==> config.mk <==
export PLATFORM = sky130hd
export DESIGN_NAME = pce_crc_engine
export DESIGN_NICKNAME = d
export VERILOG_FILES = /design/src/core/pce_pkg.sv /design/src/core/pce_bit_step.sv /design/src/core/pce_crc_engine.sv /design/src/core/pce_fifo.sv
export SDC_FILE = /design/constraint.sdc
export NUM_CORES = 1
export LEC_CHECK = 0
export BUFFER_PORTS_ARGS = -buffer_cell sky130_fd_sc_hd__clkbuf_2
export CORE_AREA = 2 2 360 273
export DETAILED_ROUTE_END_ITERATION = 6
export DIE_AREA = 0 0 362 275
export PLACE_DENSITY_LB_ADDON = 0.1
export SYNTH_ARGS = -nofsm -noshare
export SYNTH_HDL_FRONTEND = slang
export SYNTH_SLANG_ARGS = --single-unit
==> constraint.sdc <==
create_clock -name pclk -period 3.47 [get_ports pclk]
set_input_delay 0.8675 -clock pclk [delete_from_list [all_inputs] [get_ports pclk]]
set_output_delay 0.8675 -clock pclk [all_outputs]
set_load 0.005 [all_outputs]
==> src/core/pce_pkg.sv <==
// Purpose: Shared constants and types of the programmable CRC engine.
// Assumes: APB slave with 32-bit data and one aligned word per register.
// Notes: Offsets are byte addresses on the APB bus.
package pce_pkg;
  // Register byte offsets.
  localparam logic [7:0] CTRL_OFF = 8'h00;
  localparam logic [7:0] CFG_OFF = 8'h04;
  localparam logic [7:0] TAPL_OFF = 8'h08;
  localparam logic [7:0] TAPH_OFF = 8'h0c;
  localparam logic [7:0] DATL_OFF = 8'h10;
  localparam logic [7:0] DATH_OFF = 8'h14;
  localparam logic [7:0] RES_OFF = 8'h18;
  localparam logic [7:0] STAT_OFF = 8'h1c;
  localparam logic [7:0] MASK_OFF = 8'h20;
  // Field positions of engine_control_1.
  localparam int CTRL_EN_BIT = 0;
  localparam int CTRL_GO_BIT = 1;
  localparam int CTRL_CNT_LSB = 8;
  localparam int CTRL_FULL_BIT = 16;
  localparam int CTRL_EMPTY_BIT = 17;
  localparam int CTRL_BUSY_BIT = 18;
  // Field positions of engine_control_2.
  localparam int CFG_POLY_LENGTH_LSB = 0;
  localparam int CFG_WID_LSB = 8;
  // Interrupt status and mask bits.
  localparam int IRQ_DONE = 0;
  localparam int IRQ_FULL = 1;
  localparam int IRQ_EMPTY = 2;
  localparam int IRQ_W = 3;
  // Reset values.
  localparam logic [4:0] POLY_LENGTH_RST = 5'h00;
  localparam logic [4:0] WID_RST = 5'h00;
  localparam logic [15:0] TAP_RST = 16'h0000;
  localparam logic [31:0] CRC_RST = 32'h0000_0000;
  // FIFO storage and the width thresholds that choose its depth.
  localparam int FIFO_SLOTS = 16;
  localparam logic [4:0] WID_BIG = 5'h0f;
  localparam logic [4:0] WID_MID = 5'h08;
  localparam logic [4:0] DEPTH_BIG = 5'h04;
  localparam logic [4:0] DEPTH_MID = 5'h08;
  localparam logic [4:0] DEPTH_SMALL = 5'h10;
  // Bits shifted into the CRC state per clock.
  localparam logic [5:0] BITS_PER_CLK = 6'h02;

  // Engine states, one-hot.
  typedef enum logic [1:0] {
    PCE_IDLE = 2'b01,
    PCE_SHIFT = 2'b10
  } pce_state_t;

  // FIFO depth for a given word width field.
  function automatic logic [4:0] depth_for(input logic [4:0] wid);
    if (wid > WID_BIG) begin
      return DEPTH_BIG;
    end else if (wid >= WID_MID) begin
      return DEPTH_MID;
    end
    return DEPTH_SMALL;
  endfunction
endpackage

==> src/core/pce_bit_step.sv <==
// Purpose: One bit of the CRC feedback shift register.
// Assumes: Bits above poly_length are zero on entry.
// Notes: Purely combinational; chained to get two bits per clock.
`timescale 1ns/10ps
`default_nettype none
module pce_bit_step (
  input wire logic [31:0] crc_in,
  input wire logic bit_in,
  input wire logic [4:0] poly_length,
  input wire logic [31:0] tap_mask,
  output logic [31:0] crc_out
);
  logic fb;

  // The top term feeds back always, whatever the mask holds.
  assign fb = crc_in[poly_length] ^ bit_in;

  // The zero-order term is always fed, so tap bit 0 is never read.
  assign crc_out[0] = fb;

  // Enabled taps XOR the feedback; bits above the length stay clear.
  for (genvar i = 1; i < 32; i++) begin : g_tap
    localparam logic [4:0] IDX = 5'(i);
    assign crc_out[i] = (IDX <= poly_length) ?
      (crc_in[i-1] ^ (tap_mask[i] & fb)) : 1'b0;
  end
endmodule
`default_nettype wire

==> src/core/pce_crc_engine.sv <==
// Purpose: Programmable CRC engine with a width-dependent input FIFO.
// Assumes: APB3/4 master; pstrb selects byte lanes of a write.
// Notes: Engine runs two bits a clock; it takes new words only while the start bit stays set.
// Behaviour
// - Polynomials up to order 32, five-bit length.
// - Set tap bit enables XOR at position.
// - Zero-order term always applied, tap bit ignored.
// - Top term always present regardless of mask.
// - Five-bit field sets word width 1..32.
// - Valid bits per word equal field plus one.
// - FIFO depth 4, 8 or 16 by width.
// - Bytes written; unused upper bits are ignored.
// - Count increments when MSb byte is written.
// - Shift only when started and count nonzero.
// - Word moves to shift buffer, count decrements.
// - Two bits per clock until FIFO drained.
// - Full flag when count reaches depth.
// - Empty flag when count reaches zero.
// - Disabled module empties FIFO, count zero.
`timescale 1ns/10ps
`default_nettype none
module pce_crc_engine (
  input wire logic pclk,
  input wire logic presetn,
  input wire logic psel,
  input wire logic penable,
  input wire logic pwrite,
  input wire logic [7:0] paddr,
  input wire logic [31:0] pwdata,
  input wire logic [3:0] pstrb,
  output logic [31:0] prdata,
  output logic pready,
  output logic pslverr,
  output logic irq
);
  logic enable_q;
  logic start_q;
  logic [4:0] poly_length_q;
  logic [4:0] wid_q;
  logic [15:0] tapl_q;
  logic [15:0] taph_q;
  logic [31:0] stage_q;
  logic [31:0] stage_d;
  logic [31:0] crc_q;
  logic [31:0] crc_d;
  logic [31:0] buf_q;
  logic [5:0] left_q;
  logic [2:0] stat_q;
  logic [2:0] mask_q;
  logic [2:0] stat_set;
  logic full_prev_q;
  logic empty_prev_q;
  pce_pkg::pce_state_t state_q;
  logic wr_acc;
  logic rd_setup;
  logic hit;
  logic [31:0] rdata;
  logic [31:0] taps;
  logic [31:0] s1;
  logic [31:0] s2;
  logic [31:0] word_mask;
  logic [1:0] msb_lane;
  logic push;
  logic pop;
  logic last;
  logic done_evt;
  logic [31:0] head;
  logic [4:0] count;
  logic [4:0] depth;
  logic full;
  logic empty;

  assign wr_acc = psel && penable && pwrite;
  assign rd_setup = psel && !penable;
  assign pready = 1'b1;
  assign pslverr = psel && penable && !hit;
  assign taps = {taph_q, tapl_q};
  assign depth = pce_pkg::depth_for(wid_q);

  // Read mux and decode; an unmapped address reads zero.
  always_comb begin
    hit = 1'b1;
    rdata = 32'h0000_0000;
    if (paddr == pce_pkg::CTRL_OFF) begin
      rdata[pce_pkg::CTRL_EN_BIT] = enable_q;
      rdata[pce_pkg::CTRL_GO_BIT] = start_q;
      rdata[pce_pkg::CTRL_CNT_LSB +: 5] = count;
      rdata[pce_pkg::CTRL_FULL_BIT] = full;
      rdata[pce_pkg::CTRL_EMPTY_BIT] = empty;
      rdata[pce_pkg::CTRL_BUSY_BIT] = (state_q == pce_pkg::PCE_SHIFT);
    end else if (paddr == pce_pkg::CFG_OFF) begin
      rdata[pce_pkg::CFG_POLY_LENGTH_LSB +: 5] = poly_length_q;
      rdata[pce_pkg::CFG_WID_LSB +: 5] = wid_q;
    end else if (paddr == pce_pkg::TAPL_OFF) begin
      rdata[15:0] = tapl_q;
    end else if (paddr == pce_pkg::TAPH_OFF) begin
      rdata[15:0] = taph_q;
    end else if (paddr == pce_pkg::DATL_OFF) begin
      rdata[15:0] = stage_q[15:0];
    end else if (paddr == pce_pkg::DATH_OFF) begin
      rdata[15:0] = stage_q[31:16];
    end else if (paddr == pce_pkg::RES_OFF) begin
      rdata = crc_q;
    end else if (paddr == pce_pkg::STAT_OFF) begin
      rdata[pce_pkg::IRQ_W-1:0] = stat_q;
    end else if (paddr == pce_pkg::MASK_OFF) begin
      rdata[pce_pkg::IRQ_W-1:0] = mask_q;
    end else begin
      hit = 1'b0;
    end
  end

  // Read data is captured in the setup phase so it comes from a flop.
  always_ff @(posedge pclk or negedge presetn) begin
    if (!presetn) begin
      prdata <= 32'h0000_0000;
    end else if (rd_setup) begin
      prdata <= rdata;
    end
  end

  // Control and configuration registers.
  always_ff @(posedge pclk or negedge presetn) begin
    if (!presetn) begin
      enable_q <= 1'b0;
      start_q <= 1'b0;
      poly_length_q <= pce_pkg::POLY_LENGTH_RST;
      wid_q <= pce_pkg::WID_RST;
      tapl_q <= pce_pkg::TAP_RST;
      taph_q <= pce_pkg::TAP_RST;
      mask_q <= 3'h0;
    end else if (wr_acc) begin
      if (paddr == pce_pkg::CTRL_OFF && pstrb[0]) begin
        enable_q <= pwdata[pce_pkg::CTRL_EN_BIT];
        start_q <= pwdata[pce_pkg::CTRL_GO_BIT];
      end
      if (paddr == pce_pkg::CFG_OFF) begin
        if (pstrb[0]) begin
          poly_length_q <= pwdata[pce_pkg::CFG_POLY_LENGTH_LSB +: 5];
        end
        if (pstrb[1]) begin
          wid_q <= pwdata[pce_pkg::CFG_WID_LSB +: 5];
        end
      end
      if (paddr == pce_pkg::TAPL_OFF) begin
        tapl_q[7:0] <= pstrb[0] ? pwdata[7:0] : tapl_q[7:0];
        tapl_q[15:8] <= pstrb[1] ? pwdata[15:8] : tapl_q[15:8];
      end
      if (paddr == pce_pkg::TAPH_OFF) begin
        taph_q[7:0] <= pstrb[0] ? pwdata[7:0] : taph_q[7:0];
        taph_q[15:8] <= pstrb[1] ? pwdata[15:8] : taph_q[15:8];
      end
      if (paddr == pce_pkg::MASK_OFF && pstrb[0]) begin
        mask_q <= pwdata[pce_pkg::IRQ_W-1:0];
      end
    end
  end

  // Data staging: the word is built byte by byte, low half first, and
  // pushed when the byte holding its MSb is written.
  always_comb begin
    stage_d = stage_q;
    push = 1'b0;
    if (wr_acc && paddr == pce_pkg::DATL_OFF) begin
      stage_d[7:0] = pstrb[0] ? pwdata[7:0] : stage_q[7:0];
      stage_d[15:8] = pstrb[1] ? pwdata[15:8] : stage_q[15:8];
      push = (msb_lane == 2'd0 && pstrb[0]) ||
             (msb_lane == 2'd1 && pstrb[1]);
    end else if (wr_acc && paddr == pce_pkg::DATH_OFF) begin
      stage_d[23:16] = pstrb[0] ? pwdata[7:0] : stage_q[23:16];
      stage_d[31:24] = pstrb[1] ? pwdata[15:8] : stage_q[31:24];
      push = (msb_lane == 2'd2 && pstrb[0]) ||
             (msb_lane == 2'd3 && pstrb[1]);
    end
  end

  assign msb_lane = wid_q[4:3];
  // Only field plus one bits are kept; the rest of each byte is dropped.
  assign word_mask = 32'hffff_ffff >> (~wid_q);

  always_ff @(posedge pclk or negedge presetn) begin
    if (!presetn) begin
      stage_q <= 32'h0000_0000;
    end else begin
      stage_q <= stage_d;
    end
  end

  // The engine takes a word when idle or when finishing the last one.
  assign last = (state_q == pce_pkg::PCE_SHIFT) &&
                (left_q <= pce_pkg::BITS_PER_CLK);
  assign pop = enable_q && start_q && !empty &&
               ((state_q == pce_pkg::PCE_IDLE) || last);
  assign done_evt = last && !pop;

  pce_fifo u_fifo (
    .pclk(pclk),
    .presetn(presetn),
    .flush(!enable_q),
    .push(push),
    .push_data(stage_d & word_mask),
    .pop(pop),
    .depth(depth),
    .head(head),
    .count(count),
    .full(full),
    .empty(empty)
  );

  // Two chained steps give two bits a clock, MSb first.
  pce_bit_step u_step_hi (
    .crc_in(crc_q),
    .bit_in(buf_q[31]),
    .poly_length(poly_length_q),
    .tap_mask(taps),
    .crc_out(s1)
  );

  pce_bit_step u_step_lo (
    .crc_in(s1),
    .bit_in(buf_q[30]),
    .poly_length(poly_length_q),
    .tap_mask(taps),
    .crc_out(s2)
  );

  // An odd width finishes with a single bit in the last clock.
  always_comb begin
    crc_d = crc_q;
    if (state_q == pce_pkg::PCE_SHIFT) begin
      crc_d = (left_q >= pce_pkg::BITS_PER_CLK) ? s2 : s1;
    end
    if (wr_acc && paddr == pce_pkg::RES_OFF) begin
      crc_d = pwdata;
    end
  end

  always_ff @(posedge pclk or negedge presetn) begin
    if (!presetn) begin
      crc_q <= pce_pkg::CRC_RST;
    end else begin
      crc_q <= crc_d;
    end
  end

  // Engine state: the word is left-aligned so bit 31 is always its MSb.
  always_ff @(posedge pclk or negedge presetn) begin
    if (!presetn) begin
      state_q <= pce_pkg::PCE_IDLE;
      buf_q <= 32'h0000_0000;
      left_q <= 6'h00;
    end else if (!enable_q) begin
      state_q <= pce_pkg::PCE_IDLE;
      left_q <= 6'h00;
    end else if (pop) begin
      state_q <= pce_pkg::PCE_SHIFT;
      buf_q <= head << (~wid_q);
      left_q <= {1'b0, wid_q} + 6'h01;
    end else begin
      case (state_q)
        pce_pkg::PCE_SHIFT: begin
          buf_q <= buf_q << 2;
          if (last) begin
            state_q <= pce_pkg::PCE_IDLE;
            left_q <= 6'h00;
          end else begin
            left_q <= left_q - pce_pkg::BITS_PER_CLK;
          end
        end
        default: begin
          state_q <= pce_pkg::PCE_IDLE;
        end
      endcase
    end
  end

  // Sticky events; a set in the clearing cycle wins over the clear.
  assign stat_set[pce_pkg::IRQ_DONE] = done_evt;
  assign stat_set[pce_pkg::IRQ_FULL] = full && !full_prev_q;
  assign stat_set[pce_pkg::IRQ_EMPTY] = empty && !empty_prev_q;

  always_ff @(posedge pclk or negedge presetn) begin
    if (!presetn) begin
      stat_q <= 3'h0;
      full_prev_q <= 1'b0;
      empty_prev_q <= 1'b1;
    end else begin
      full_prev_q <= full;
      empty_prev_q <= empty;
      if (wr_acc && paddr == pce_pkg::STAT_OFF && pstrb[0]) begin
        stat_q <= (stat_q & ~pwdata[pce_pkg::IRQ_W-1:0]) | stat_set;
      end else begin
        stat_q <= stat_q | stat_set;
      end
    end
  end

  assign irq = |(stat_q & mask_q);

  // Checks.
  // Clocks since a full-width word was loaded, counted while the module
  // stays enabled; a counter keeps long repetitions out of the property.
  logic [4:0] age_q;
  always_ff @(posedge pclk or negedge presetn) begin
    if (!presetn) begin
      age_q <= 5'h00;
    end else if (pop && wid_q == 5'h1f) begin
      age_q <= 5'h01;
    end else if (!enable_q || age_q == 5'h10) begin
      age_q <= 5'h00;
    end else if (age_q != 5'h00) begin
      age_q <= age_q + 5'h01;
    end
  end
endmodule
`default_nettype wire

==> src/core/pce_fifo.sv <==
// Purpose: Input word FIFO with a depth chosen at run time.
// Assumes: Depth never exceeds the sixteen storage slots.
// Notes: A push while full is dropped; flush empties it at once.
`timescale 1ns/10ps
`default_nettype none
module pce_fifo (
  input wire logic pclk,
  input wire logic presetn,
  input wire logic flush,
  input wire logic push,
  input wire logic [31:0] push_data,
  input wire logic pop,
  input wire logic [4:0] depth,
  output logic [31:0] head,
  output logic [4:0] count,
  output logic full,
  output logic empty
);
  logic [31:0] mem_q [pce_pkg::FIFO_SLOTS];
  logic [3:0] wr_q;
  logic [3:0] rd_q;
  logic push_ok;
  logic pop_ok;

  assign push_ok = push && (count < depth);
  assign pop_ok = pop && !empty;
  assign full = (count == depth);
  assign empty = (count == 5'h00);
  assign head = mem_q[rd_q];

  // Pointers wrap at sixteen; the count alone enforces the depth.
  always_ff @(posedge pclk or negedge presetn) begin
    if (!presetn) begin
      wr_q <= 4'h0;
      rd_q <= 4'h0;
      count <= 5'h00;
    end else if (flush) begin
      wr_q <= 4'h0;
      rd_q <= 4'h0;
      count <= 5'h00;
    end else begin
      if (push_ok) begin
        wr_q <= wr_q + 4'h1;
      end
      if (pop_ok) begin
        rd_q <= rd_q + 4'h1;
      end
      if (push_ok && !pop_ok) begin
        count <= count + 5'h01;
      end else if (pop_ok && !push_ok) begin
        count <= count - 5'h01;
      end
    end
  end

  // Storage holds no reset; only written slots are ever read.
  always_ff @(posedge pclk) begin
    if (push_ok) begin
      mem_q[wr_q] <= push_data;
    end
  end
endmodule
`default_nettype wire

==> reports/qor.yml, run 1 <==
grt_pass1_vias: 23410
synth-adder-area-share_pct: 0.7347
ys_seq_area_share_pct: 61.14
clk-insertion-delay-late_ns: 0.68
drt_wl_total_um: 122100
regArea_mm2: 0.02042
rsz0062_at_grt: "yes"
die_x_um: 362
fill_cells: 8683
htreeDepth: 3
status: "complete, but fails checks"
fin_ws_ns: -0.7495
avgViaCountPerCell: 5.614
avgSynthCellArea_um2: 13.91
grt.overflow.total: 0
grt_pass1_wl_um: 172500
synthMuxAreaShare_pct: 16.35
dieArea_mm2: 0.09955
cts_hold_buf: 0
core_mm2: 0.09625
ant_nets: 0
p_total_mw: 17.96
synthArstFlopShare_pct: 28.19
yosysTopAreaCell: "edfxtp_1"
num_vias: 23430
yosys_most_used_dff: "edfxtp_1"
synth-edff-count: 512
synthTopCellsByArea: "edfxtp_1 (46%), dfrtp_1 (15%), mux4_2 (11%)"
cp-start-kind: "flip-flop"
crit_fanout: 6
clock_skew_ns: 0.02938
synth_warnings: 0
p_per_area_mw_per_mm2: 420.6
clkSinkCount: 713
fin_crit_ns: 4.219
yosysMostFrequentCell: "edfxtp_1"
synth-simple-area-share_pct: 9.473
antennaDiodeCount: 0
drt_iter0_drc: 2747
worstPathArrival_ns: 4.77
cp.required_ns: 4.02
final_util_pct: 44.38
ir_worst_vdd_v: 0.0003841
max_slew.worst_pin.slew_ns: 1.179
gp_congestion: 0.9650
worst-setup-path-type: "flip-flop to flip-flop"
synth_compound_area_share_pct: 8.745
tritoncts: "built"
hp-class: "primary input to async pin"
routedWlPerCell_um: 29.26
antenna_found_initial: 6
drive_above_1_share_pct: 37.43
drc: 0
hold_viol_final: 0
synthDistinctLibCells: 94
yosys.area.top_type_share_pct: 46.06
multi_input_area_mm2: 0.01302
synthCells: 2399
nNetsFinal: 2923
clockRootBuffer: "clkbuf_16"
violations: "negative setup slack"
dpl.hpwl_um: 85390
initial_core_util_pct: 34.68
maxSlewHeadroom_pct: 21.21
io_buffers: 80
rows: 99
cts_buffers: 77
pin_count: 84
synth_top_family_by_area: "multiplexers"
synth_common_cells: "edfxtp_1 (512), nand2_1 (280), dfrtp_1 (199)"
grt_max_degree: 70
netlist_area_mm2: 0.03338
p_leak_nw: 17.19
dr.pass1.iters: 6
crit_path_end_kind: "flip-flop"
drv_slew: 0
synth_xor_area_share_pct: 1.260
area_growth_pct: 27.96
max-cap-violations: 0
fmax_mhz: 237.0
syn-num-nets: 2467
setup_viol: 32
die_y_um: 275
ys_ff_latch: 713
fin_crit_sh_pct: 121.6
clock_path_buffers: 3
hold_ws_ns: 0.2042
grt.total_usage_pct: 24.34
path_clk_slew_ns: 0.06
-- path summary, 6_finish.rpt --
| path | startpoint | to | slack [ns] | cells after the start |
|---|---|---|---|---|
| worst max-delay path | poly_length_q[2]$_DFFE_PN0P_ | crc_q[6]$_DFFE_PN0P_ | -0.75 | 17 |
| max in group asynchronous | presetn | crc_q[10]$_DFFE_PN0P_ | 2.51 | 2 |
| worst min-delay path | presetn | prdata[25]$_DFFE_PN0P_ | 0.20 | 1 |
| worst min register to register | full_prev_q$_DFF_PN0_ | stat_q[1]$_DFF_PN0_ | 0.44 | 1 |
| min in group pclk | full_prev_q$_DFF_PN0_ | stat_q[1]$_DFF_PN0_ | 0.44 | 1 |
| worst max register to register | poly_length_q[2]$_DFFE_PN0P_ | crc_q[6]$_DFFE_PN0P_ | -0.75 | 17 |
-- critical path, cell delays in order, from the launching register on --
cell	delay, ns
dfrtp_1	0.50
buf_4	0.21
nor2b_1	0.27
nand2_1	0.17
nand4_4	0.18
buf_4	0.13
buf_4	0.11
nand2_2	0.11
o311ai_2	0.32
nor2_1	0.09
a2111o_1	0.39
a211o_1	0.29
or3_4	0.38
a21oi_4	0.21
nor2_4	0.11
buf_8	0.17
mux2i_1	0.13
a221o_1	0.33
-- logic make-up (layout without fill, tap and decap cells) --
group / after synthesis / after routing
xor gates and xnor gates: 48 / 48
buffers and inverters: 193 / 706
adders and majority gates: 19 / 19
muxes: 326 / 326
other: 1 / 1
AOI/OAI and AO/OA: 427 / 427
DFF: 713 / 713
and+or+nand+nor: 672 / 672
-- sequential cells by signal (all words and copies together) (netlist names), 5 cells and up --
name           flops
poly_length_q      5
tapl_q            16
wid_q              5
crc_q             32
stage_q           32
prdata            32
u_fifo.mem_q     512
buf_q             32
left_q             6
u_fifo.count       5
taph_q            16
-- report_power, final --
| group | switching, mW | internal [mW] | leakage, nW | total (mW) |
|---|---|---|---|---|
| Clock | 3.62 | 4.69 | 1.22 | 8.31 |
| Sequential | 0.0333 | 9.08 | 8.54 | 9.11 |
| Combinational | 0.343 | 0.199 | 7.43 | 0.541 |
-- layer usage --
metal,GRT usage [%],vias to the layer above,share of wire (%),routed length (um)
met5,0,-,0.011,13
met4,5.789,2,2.0,2452
met3,6.444,139,8.6,10470
met2,32.72,855,40,49370
met1,38.43,12220,49,59810
li1,-,10220,-,-
-- through the flow --
| step | setup WS (ns) | setup TNS [ns] | cell area [um2] | std cells |
|---|---|---|---|---|
| 2_1_floorplan | -0.2398 | -3.390 | 33550 | 2399 |
| 3_3_place_gp | -1.112 | -64.07 | 38790 | 3980 |
| 3_5_place_dp | -1.039 | -79.41 | 38790 | 3980 |
| 4_1_cts | -0.6836 | -19.02 | 41740 | 4132 |
| 5_1_grt | -0.8502 | -24.30 | 42710 | 4174 |
| 6_report | -0.7495 | -20.45 | 42710 | 4174 |
-- layout by cell type (no fill, tap or decap), drive strengths merged, types with 18 or more instances in the layout --
| master | instances |
|---|---|
| nand3 | 67 |
| o211ai | 26 |
| buf | 448 |
| nor2 | 138 |
| nand2b | 21 |
| clkinv | 36 |
| nand2 | 281 |
| ha | 18 |
| nor3 | 21 |
| dfrtp | 199 |
| edfxtp | 512 |
| a21boi | 20 |
| o21ai | 140 |
| a21oi | 62 |
| mux4 | 167 |
| clkbuf | 175 |
| inv | 36 |
| mux2i | 74 |
| mux2 | 85 |
| and2 | 36 |
| xnor2 | 24 |
| xor2 | 24 |
-- what timing repair did --
item                                    4_1_cts  5_1_grt
gates cloned                                  2        6
buffers inserted                             14       42
endpoints found under the setup margin       46       80
gates resized for setup                      67      162
pin swaps                                    28       58
-- cell type report --
| cell class | instances | area share, % |
|---|---|---|
| well taps | 1262 | 3.697 |
| clock inverters | 46 | 1.245 |
| multi-input cells | 1493 | 30.47 |
| flip-flops and latches | 713 | 47.81 |
| inverters | 37 | 0.3281 |
| repair buffers | 533 | 11.77 |
| clock buffers | 90 | 4.673 |
Note: power is estimated with default switching activity, not from simulation.
==> run 2: changes to the inputs <==
- ABC_AREA: not set -> 1
- CORE_AREA: 2 2 360 273 -> 2 2 293 222
- DIE_AREA: 0 0 362 275 -> 0 0 295 224
- SYNTH_HIERARCHICAL: not set -> 1
==> reports/qor.yml, run 2 <==
grt_pass1_vias: 27040
drive_above_1_share_pct: 15.43
antennaDiodeCount: 0
core_mm2: 0.06316
fin_crit_sh_pct: 114.8
hold_ws_ns: 0.2540
grt_pass1_wl_um: 167700
cts_hold_buf: 0
slowest_delay_ns: 0.47
yosys.area.top_type_share_pct: 44.52
synthTopCellsByArea: "edfxtp_1 (45%), dfrtp_1 (14%), nand2_1 (9.1%)"
pin_count: 84
p_per_area_mw_per_mm2: 422.6
area_growth_pct: 17.24
cp.required_ns: 3.94
max_slew.worst_pin.slew_ns: 1.266
routedWlPerCell_um: 22.88
largest_reg_flops: 512
clk-insertion-delay-late_ns: 0.62
htreeDepth: 3
regMostFlops: "u_fifo/mem_q"
rsz0062_at_grt: "yes"
nNetsFinal: 4092
layout_commonest_cell: "nand2_1"
dieArea_mm2: 0.06608
cts_buffers: 71
yosysTopAreaCell: "edfxtp_1"
final_util_pct: 64.10
synth_common_cells: "nand2_1 (840), nor2_1 (590), edfxtp_1 (512)"
avgViaCountPerCell: 5.936
violations: "negative setup slack"
gp_congestion: 1.019
setup-tns-final_ns: -12.17
synthArstFlopShare_pct: 28.19
synth_warnings: 6
regArea_mm2: 0.02042
setup_viol: 32
ys_seq_area_share_pct: 59.10
grt_max_degree: 121
clockRootBuffer: "clkbuf_16"
synth-edff-count: 512
p_leak_nw: 15.85
die_x_um: 295
final_cell_area_mm2: 0.04049
ir_worst_vdd_v: 0.0004191
initial_core_util_pct: 54.67
avgSynthCellArea_um2: 9.114
maxSlewHeadroom_pct: 15.20
max-cap-violations: 0
worst-setup-path-type: "flip-flop to flip-flop"
hp-class: "primary input to async pin"
crit_fanout: 13
drt_iter0_drc: 3976
ys_ff_latch: 713
clkSinkCount: 713
tritoncts: "built"
dpl.hpwl_um: 76770
place_area_mm2: 0.03778
rows: 80
crit_path_frequent_cell: "nand2_1"
synthDistinctLibCells: 47
status: "complete, but fails checks"
ant_nets: 0
clock_skew_ns: 0.02568
drv_slew: 0
crit_path_end_kind: "flip-flop"
fin_crit_ns: 3.982
netlist_area_mm2: 0.03453
drc: 0
r2r_cells: 34
clock_path_buffers: 3
fill_cells: 5165
fin_ws_ns: -0.5123
yosysMostFrequentCell: "nand2_1"
grt.overflow.total: 0
synthCells: 3789
io_buffers: 80
yosys_most_used_dff: "edfxtp_1"
final_cell_mix: "nand2_1 (810), nor2_1 (555), edfxtp_1 (512)"
hold_viol_final: 0
slowest_stage: "dfrtp_2"
antenna_found_initial: 2
drt_wl_total_um: 112800
dr.pass1.iters: 6
grt.total_usage_pct: 34.04
num_vias: 29270
path_clk_slew_ns: 0.06
fmax_mhz: 251.1
multi_input_area_mm2: 0.01262
worstPathArrival_ns: 4.45
cp-start-kind: "flip-flop"
p_total_mw: 17.11
die_y_um: 224
==> run 2: cell count changes in the layout (fill, tap and decap cells not counted), moves of 108 or more <==
cell      change
nor2_1      +425
nand3_1     +176
mux4_2      -167
nand2_1     +551
o21ai_0     +311
buf_4       -108
inv_1       +181
o211ai_1    +130
==> run 2: cell families after synthesis <==
logic type                 synth area share, %
muxes                                  0.02899
buffers and inverters                    5.482
xor gates and xnor gates                0.1268
adders and majority gates               0.8189
AOI/OAI and AO/OA                        14.00
other                                  0.02175
and+or+nand+nor                          20.43
DFF                                      59.10
==> run 2: path summary, 6_finish.rpt <==
kind                                         startpoint  slack, ns               endpoint
setup / recovery           poly_length_q[0]$_DFFE_PN0P_      -0.51  crc_q[23]$_DFFE_PN0P_
hold / removal                                  presetn       0.25  buf_q[26]$_DFFE_PN0P_
setup reg to reg           poly_length_q[0]$_DFFE_PN0P_      -0.51  crc_q[23]$_DFFE_PN0P_
hold reg to reg                   full_prev_q$_DFF_PN0_       0.44    stat_q[1]$_DFF_PN0_
max in group asynchronous                       presetn       2.34   wid_q[3]$_DFFE_PN0P_
min in group pclk                 full_prev_q$_DFF_PN0_       0.44    stat_q[1]$_DFF_PN0_
==> run 2: metal layers <==
layer | global-route usage, % | vias up | routed length, um
met5 | 0 | - | 13
met1 | 54.05 | 14150 | 51630
met4 | 8.015 | 2 | 2390
met3 | 9.019 | 177 | 13090
li1 | - | 13410 | -
met2 | 45.98 | 1535 | 45690
==> run 2: final cells by class <==
| cell class | count | share of cell area [%] |
|---|---|---|
| clock inverters | 30 | 0.7943 |
| well taps | 861 | 2.661 |
| inverters | 239 | 2.234 |
| multi-input cells | 2628 | 31.17 |
| flip-flops and latches | 713 | 50.45 |
| clock buffers | 92 | 4.759 |
| repair buffers | 368 | 7.930 |
==> run 2: worst max-delay path: cells and delay by family (launching register included) <==
family / cells / cell delay [ns]
flip-flops: 1 / 0.47
AND/OR/NAND/NOR: 25 / 2.15
AO/OA/AOI/OAI: 4 / 0.50
buffers and inverters: 5 / 0.71
==> run 2: repair_timing <==
item,4_1_cts,5_1_grt
gates resized for setup,43,54
hold endpoints to repair,0,0
cloned,3,2
endpoints found under the setup margin,32,217
setup buffers,3,3
pin swaps,4,37
==> run 2: through the flow <==
step,setup WS (ns),std cells
after CTS,-0.2739,4926
after global placement,-0.3993,4798
after floorplan,0.03173,3790
final,-0.5123,4931
after global routing,-0.6097,4931
after detailed placement,-0.4195,4798
==> run 2: power by group <==
| group | leakage [nW] | switching [mW] | total (mW) | internal [mW] |
|---|---|---|---|---|
| Sequential | 7.05 | 0.0233 | 9.10 | 9.08 |
| Combinational | 7.70 | 0.324 | 0.472 | 0.148 |
| Clock | 1.10 | 3.28 | 7.53 | 4.25 |
| Total | 15.8 | 3.63 | 17.1 | 13.5 |
